`src/hw/alu_ops_pkg.sv`:
```
package alu_ops_pkg;

  // ************************************************************
  // Opcode encodings (upper byte patterns, upper six-bit patterns for the file adds)
  // ************************************************************
  localparam logic [7:0] OP_ADD_IMM = 8'h0F;
  localparam logic [7:0] OP_AND_IMM = 8'h0B;
  localparam logic [5:0] OP_ADD_FILE = 6'h09;
  localparam logic [5:0] OP_ADD_CARRY = 6'h08;

  // ************************************************************
  // Instruction word fields
  // ************************************************************
  localparam int HI_MSB = 15;
  localparam int HI_LSB = 8;
  localparam int OP6_LSB = 10;
  localparam int DEST_BIT = 9;
  localparam int BANK_BIT = 8;
  localparam int LIT_MSB = 7;

  // ************************************************************
  // Status flag positions and addressing constants
  // ************************************************************
  localparam int FLAG_C = 0;
  localparam int FLAG_DC = 1;
  localparam int FLAG_Z = 2;
  localparam int FLAG_OV = 3;
  localparam int FLAG_N = 4;
  localparam logic [7:0] INDEXED_LIMIT = 8'h5F;
  localparam logic [7:0] ACCESS_SPLIT = 8'h60;
  localparam logic [3:0] ACCESS_HIGH_BANK = 4'hF;
  localparam logic [3:0] ACCESS_LOW_BANK = 4'h0;
  localparam logic [7:0] ACC_RESET = 8'h00;
  localparam logic [4:0] STATUS_RESET = 5'h00;

  typedef enum logic [1:0] {
    PH_DECODE = 2'b00,
    PH_READ = 2'b01,
    PH_PROCESS = 2'b10,
    PH_WRITE = 2'b11
  } phase_type;

  typedef enum logic [2:0] {
    OPK_NONE = 3'b000,
    OPK_ADD_IMM = 3'b001,
    OPK_ADD_FILE = 3'b010,
    OPK_ADD_CARRY = 3'b011,
    OPK_AND_IMM = 3'b100
  } opkind_type;

endpackage : alu_ops_pkg

```
`src/hw/alu_ops.sv`:
```
`timescale 1ns/1ns
module alu_ops
  import alu_ops_pkg::*;
(
  // Clock, reset, enable
  input wire logic clk_sys,
  input wire logic rst_b,
  input wire logic clk_en,
  // Instruction from decode
  input wire logic instr_valid,
  input wire logic [15:0] instr_word,
  input wire logic ext_set_enable,
  input wire logic [3:0] bank_select_register,
  input wire logic [11:0] index_base,
  // Data memory
  output logic [11:0] mem_addr,
  input wire logic [7:0] mem_rdata,
  output logic [7:0] mem_wdata,
  output logic mem_we,
  // State seen by the core
  output logic [7:0] acc_out,
  output logic [4:0] status_out,
  output logic [1:0] phase_out,
  output logic busy,
  output logic done
);
  import alu_ops_pkg::*;

  // ************************************************************
  // Reset release
  // ************************************************************
  logic rst_s1_reg;
  logic rst_s2_reg;
  always_ff @(posedge clk_sys or negedge rst_b) begin
    if (!rst_b) begin
      rst_s1_reg <= 1'b0;
      rst_s2_reg <= 1'b0;
    end else begin
      rst_s1_reg <= 1'b1;
      rst_s2_reg <= rst_s1_reg;
    end
  end
  wire logic rst_n_int = rst_s2_reg;

  // ************************************************************
  // Decode
  // ************************************************************
  opkind_type kind_next;
  always_comb begin
    kind_next = OPK_NONE;
    if (instr_word[HI_MSB:HI_LSB] == OP_ADD_IMM) begin
      kind_next = OPK_ADD_IMM;
    end else if (instr_word[HI_MSB:HI_LSB] == OP_AND_IMM) begin
      kind_next = OPK_AND_IMM;
    end else if (instr_word[HI_MSB:OP6_LSB] == OP_ADD_FILE) begin
      kind_next = OPK_ADD_FILE;
    end else if (instr_word[HI_MSB:OP6_LSB] == OP_ADD_CARRY) begin
      kind_next = OPK_ADD_CARRY;
    end
  end

  phase_type phase_reg;
  opkind_type kind_reg;
  logic dest_reg;
  logic [7:0] lit_reg;
  logic [11:0] addr_reg;
  logic [7:0] operand_reg;
  logic [7:0] result_reg;
  logic [4:0] flags_res_reg;
  logic [7:0] acc_reg;
  logic [4:0] status_reg;
  logic done_reg;

  // Effective address of the file operand
  logic [11:0] addr_next;
  always_comb begin
    addr_next = {bank_select_register, instr_word[LIT_MSB:0]};
    if (!instr_word[BANK_BIT]) begin
      if (ext_set_enable && instr_word[LIT_MSB:0] <= INDEXED_LIMIT) begin
        addr_next = index_base + {4'h0, instr_word[LIT_MSB:0]};
      end else if (instr_word[LIT_MSB:0] >= ACCESS_SPLIT) begin
        addr_next = {ACCESS_HIGH_BANK, instr_word[LIT_MSB:0]};
      end else begin
        addr_next = {ACCESS_LOW_BANK, instr_word[LIT_MSB:0]};
      end
    end
  end

  // ************************************************************
  // Phase sequencer: decode, read, process, write
  // ************************************************************
  always_ff @(posedge clk_sys or negedge rst_n_int) begin
    if (!rst_n_int) begin
      phase_reg <= PH_DECODE;
    end else if (clk_en) begin
      case (phase_reg)
        PH_DECODE: begin
          if (instr_valid && kind_next != OPK_NONE) begin
            phase_reg <= PH_READ;
          end
        end
        PH_READ: phase_reg <= PH_PROCESS;
        PH_PROCESS: phase_reg <= PH_WRITE;
        PH_WRITE: phase_reg <= PH_DECODE;
        default: phase_reg <= PH_DECODE;
      endcase
    end
  end

  always_ff @(posedge clk_sys or negedge rst_n_int) begin
    if (!rst_n_int) begin
      kind_reg <= OPK_NONE;
      dest_reg <= 1'b0;
      lit_reg <= 8'h00;
      addr_reg <= 12'h000;
    end else if (clk_en && phase_reg == PH_DECODE && instr_valid && kind_next != OPK_NONE) begin
      kind_reg <= kind_next;
      dest_reg <= instr_word[DEST_BIT];
      lit_reg <= instr_word[LIT_MSB:0];
      addr_reg <= addr_next;
    end
  end

  // Operand read: immediate or data memory byte
  always_ff @(posedge clk_sys or negedge rst_n_int) begin
    if (!rst_n_int) begin
      operand_reg <= 8'h00;
    end else if (clk_en && phase_reg == PH_READ) begin
      if (kind_reg == OPK_ADD_FILE || kind_reg == OPK_ADD_CARRY) begin
        operand_reg <= mem_rdata;
      end else begin
        operand_reg <= lit_reg;
      end
    end
  end

  // ************************************************************
  // Arithmetic
  // ************************************************************
  logic cin;
  logic [8:0] sum9;
  logic [4:0] low5;
  logic [7:0] res;
  logic [4:0] fl;
  always_comb begin
    cin = (kind_reg == OPK_ADD_CARRY) ? status_reg[FLAG_C] : 1'b0;
    sum9 = {1'b0, acc_reg} + {1'b0, operand_reg} + {8'h00, cin};
    low5 = {1'b0, acc_reg[3:0]} + {1'b0, operand_reg[3:0]} + {4'h0, cin};
    fl = status_reg;
    res = sum9[7:0];
    if (kind_reg == OPK_AND_IMM) begin
      res = acc_reg & operand_reg;
      fl[FLAG_Z] = (res == 8'h00);
      fl[FLAG_N] = res[7];
    end else begin
      fl[FLAG_C] = sum9[8];
      fl[FLAG_DC] = low5[4];
      fl[FLAG_Z] = (res == 8'h00);
      fl[FLAG_N] = res[7];
      fl[FLAG_OV] = (acc_reg[7] == operand_reg[7]) && (res[7] != acc_reg[7]);
    end
  end

  always_ff @(posedge clk_sys or negedge rst_n_int) begin
    if (!rst_n_int) begin
      result_reg <= 8'h00;
      flags_res_reg <= STATUS_RESET;
    end else if (clk_en && phase_reg == PH_PROCESS) begin
      result_reg <= res;
      flags_res_reg <= fl;
    end
  end

  // ************************************************************
  // Write to destination
  // ************************************************************
  wire logic to_file = (kind_reg == OPK_ADD_FILE || kind_reg == OPK_ADD_CARRY) && dest_reg;

  always_ff @(posedge clk_sys or negedge rst_n_int) begin
    if (!rst_n_int) begin
      acc_reg <= ACC_RESET;
      status_reg <= STATUS_RESET;
      done_reg <= 1'b0;
    end else if (clk_en) begin
      done_reg <= (phase_reg == PH_WRITE);
      if (phase_reg == PH_WRITE) begin
        status_reg <= flags_res_reg;
        if (!to_file) begin
          acc_reg <= result_reg;
        end
      end
    end
  end

  assign mem_addr = addr_reg;
  assign mem_wdata = result_reg;
  assign mem_we = clk_en && phase_reg == PH_WRITE && to_file;
  assign acc_out = acc_reg;
  assign status_out = status_reg;
  assign phase_out = phase_reg;
  assign busy = (phase_reg != PH_DECODE);
  assign done = done_reg;
endmodule : alu_ops

```
`config.mk`:
```
export PLATFORM = sky130hd
export DESIGN_NAME = alu_ops
export DESIGN_NICKNAME = d
export VERILOG_FILES = /design/src/hw/alu_ops_pkg.sv /design/src/hw/alu_ops.sv
export SDC_FILE = /design/constraint.sdc
export NUM_CORES = 1
export LEC_CHECK = 0
export ABC_AREA = 1
export BUFFER_PORTS_ARGS = -buffer_cell sky130_fd_sc_hd__buf_2
export CORE_ASPECT_RATIO = 1.1
export CORE_UTILIZATION = 50
export DETAILED_ROUTE_END_ITERATION = 12
export GPL_TIMING_DRIVEN = 1
export PLACE_DENSITY = 0.77
export SLEW_MARGIN = 5
export SYNTH_ARGS = -nofsm -noshare
export SYNTH_HDL_FRONTEND = slang
export SYNTH_SLANG_ARGS = --single-unit
```
`constraint.sdc`:
```
create_clock -name clk_sys -period 1.9 [get_ports clk_sys]
set_input_delay 0.38 -clock clk_sys [delete_from_list [all_inputs] [get_ports clk_sys]]
set_output_delay 0.38 -clock clk_sys [all_outputs]
set_load 0.02 [all_outputs]
```
==> flow_metrics.tcl <==
set metrics [dict create \
    initialDrtViolationCount 133 \
    synth-seq-cells 62 \
    synth_area_leaders "dfrtp_1, nand2_1, ha_1" \
    setup_ws_ns -0.2053 \
    end_kind "flip-flop" \
    numCtsBuffers 9 \
    slew_viol_final 0 \
    grt.busiest_layer "met2" \
    slowest_stage "fa_2" \
    largest_reg_flops 12 \
    layout_common_cells "nand2_1, buf_2, inv_1" \
    cp_data_arrival_time_ns 2.38 \
    post-route-period-util_pct 110.8 \
    nNetsFinal 675 \
    timing.critical_path.buf_inv 4 \
    ys_warn_count 0 \
    viasPerCell 5.082 \
    dieArea_um2 7996 \
    ys_seq_area_share_pct 40.60 \
    required_ns 2.17 \
    hold_class "reg2async" \
    grt_pass1_vias 3430 \
    timing.rr.end "flags_res_reg[2]$_DFFE_PN0P_" \
    synth.avg_cell_area_um2 7.627 \
    crit_type "reg2reg" \
    rr_startpoint "kind_reg[1]$_DFFE_PN0P_" \
    status "finished, violations left" \
    ir_drop_v 0.0004535 \
    final_common_cell "nand2_1" \
    clockBufferDepth 2 \
    final_area_um2 4766 \
    cp_max_fo 2 \
    grt_use_met3_pct 3.251 \
    grt_overflow_total 0 \
    initial_core_util_pct 51.41 \
    routed_wl_um 8894 \
    period_needed_ns 2.105 \
    io_pins 83 \
    htreeDepth 3 \
    drc 0 \
    maxCapViolCount 0 \
    synth_top_area_cell "dfrtp_1" \
    grt_usage_pct 24.05 \
    finalClockSkew_ns 0.01225 \
    place_congestion 0.8916 \
    clk_pin_slew_ns 0.07 \
    final_antenna_net_count 0 \
    power_density_nw_per_um2 1236 \
    antennaDiodeCount 0 \
    grt_pass1_wl_um 15130 \
    io_buffers 82 \
    grt_max_degree 41 \
    dpl_cell_area_um2 4453 \
    vias 3547 \
    cts-root-buf "clkbuf_8" \
    finalSetupViolations 6 \
    drt_first_pass_iters 4 \
    hold_viol_final 0 \
    violations "setup timing" \
    cpPeakStageDelay_ns 0.52 \
    fmax_mhz 475.0 \
    clk_latency_ns 0.34 \
    antenna_found_initial 0 \
    syn_area_um2 3821 \
    cts_tree "built" \
    rows 33 \
    fin_util_pct 64.12 \
    synth_fp_nets 570 \
    p_leak_uw 0.002636 \
    synth_top_area_share_pct 40.60 \
    netlist-cell-type-count 39 \
    clock_sinks 62 \
    path_cells "inv_2, nor2_4, clkinv_4, nor2_4, fa_2, inv_2, fa_2, inv_1, nor3_2, nand2_1, nor2_1, nand2_1, a21oi_1" \
    core_area_um2 7432 \
    rsz0062_at_grt "true" \
    ff2ff_setup_slack_ns -0.21 \
    netlist_instances 501 \
    area_growth_pct 24.72 \
    gr-usage-met2_pct 44.42 \
    critPathLaunchType "flip-flop" \
    die_h_um 93.69 \
    gr-usage-met1_pct 27.74 \
    routedWlPerCell_um 12.74 \
    fp.dieW_um 85.35 \
    drive_above_1_share_pct 27.00 \
    path_delay_family "adder cells" \
    reg2reg_depth 13 \
    dp_hpwl_um 6939 \
]
==> worst max path at each step <==
stage | cells past startpoint | end | start | slack (ns)
finish | 13 | flags_res_reg[2]$_DFFE_PN0P_ | kind_reg[1]$_DFFE_PN0P_ | -0.21
global route | 12 | flags_res_reg[2]$_DFFE_PN0P_ | kind_reg[2]$_DFFE_PN0P_ | -0.29
floorplan | 13 | flags_res_reg[2]$_DFFE_PN0P_ | kind_reg[1]$_DFFE_PN0P_ | -0.23
detailed placement | 16 | flags_res_reg[2]$_DFFE_PN0P_ | kind_reg[1]$_DFFE_PN0P_ | -0.19
CTS | 12 | flags_res_reg[2]$_DFFE_PN0P_ | kind_reg[2]$_DFFE_PN0P_ | -0.16
global placement | 13 | flags_res_reg[2]$_DFFE_PN0P_ | kind_reg[1]$_DFFE_PN0P_ | -0.16
==> metal layers <==
layer / wire (µm) / share of wire [%]
met5: 0 / 0
met4: 204 / 2.3
met3: 312 / 3.5
met2: 4735 / 53
met1: 3641 / 41
==> stage by stage <==
stage / setup TNS (ns) / power [µW] / worst slack [ns] / instances / hold slack [ns]
after global routing: -1.352 / 6349 / -0.2949 / 698 / 0.2755
after CTS: -0.5238 / 5842 / -0.1604 / 696 / 0.2465
after global placement: -0.4048 / 4450 / -0.1569 / 677 / 0.1655
after detailed placement: -0.7530 / 4537 / -0.1943 / 677 / 0.1689
after floorplan: -0.6849 / 3732 / -0.2293 / 501 / 0.08441
final: -0.5252 / 5889 / -0.2053 / 698 / 0.2275
==> worst register-to-register path: cells and delay by family, from the launching register on <==
family | cells | cell delay [ns]
compound gates | 1 | 0.11
fa+ha+maj | 2 | 0.74
buf+inv | 4 | 0.22
flops | 1 | 0.36
simple gates | 6 | 0.62
==> what timing repair did <==
| action | CTS | global route |
|---|---|---|
| endpoints found under the setup margin | 7 | 10 |
| hold buffers | 1 | 0 |
| resized for setup | 9 | 12 |
| pin swaps | 5 | 5 |
| hold endpoints to repair | 2 | 0 |
| gates cloned | 0 | 0 |
| buffers inserted | 2 | 2 |
==> final cells by class <==
class / count / area (µm²)
fillers: 635 / 2666
multi-input cells: 358 / 2017
flip-flops and latches: 62 / 1553
repair buffers: 105 / 613.1
inverters: 70 / 267.8
clock buffers: 11 / 131.4
well taps: 87 / 108.9
clock inverters: 5 / 75.07
==> where the power goes <==
group | switching [µW] | total, µW | leakage [µW] | internal [µW]
registers | 287 | 2020 | 0.000809 | 1730
logic | 1600 | 2620 | 0.00172 | 1020
clock network | 510 | 1240 | 0.000107 | 733
==> cell usage after synthesis, drive strengths merged <==
| library cell | instances |
|---|---|
| clkinv | 1 |
| fa | 3 |
| xor2 | 5 |
| nand2 | 144 |
| nand3b | 2 |
| nor3 | 4 |
| buf | 9 |
| a21boi | 3 |
| nand3 | 25 |
| nand4 | 8 |
| dfrtp | 62 |
| a21oi | 16 |
| mux2 | 3 |
| ha | 21 |
| o21ai | 65 |
| conb | 1 |
| xnor2 | 1 |
| o211ai | 1 |
| nor2 | 43 |
| a21o | 1 |
| inv | 69 |
| o21a | 2 |
| a31oi | 1 |
| clkbuf | 2 |
| o22ai | 7 |
| or2 | 1 |
| nor4 | 1 |
==> cell families (layout without fill, tap and decap cells) <==
group / after synthesis / in the layout / share of synthesized area [%]
flops: 62 / 62 / 40.60
fa+ha+maj: 24 / 24 / 8.448
other cells: 1 / 1 / 0.09814
buf+inv: 81 / 191 / 8.873
xor+xnor: 6 / 6 / 1.375
mux: 3 / 3 / 0.8840
compound gates: 96 / 96 / 14.37
simple gates: 228 / 228 / 25.34
Note: power is estimated with default switching activity, not from simulation.
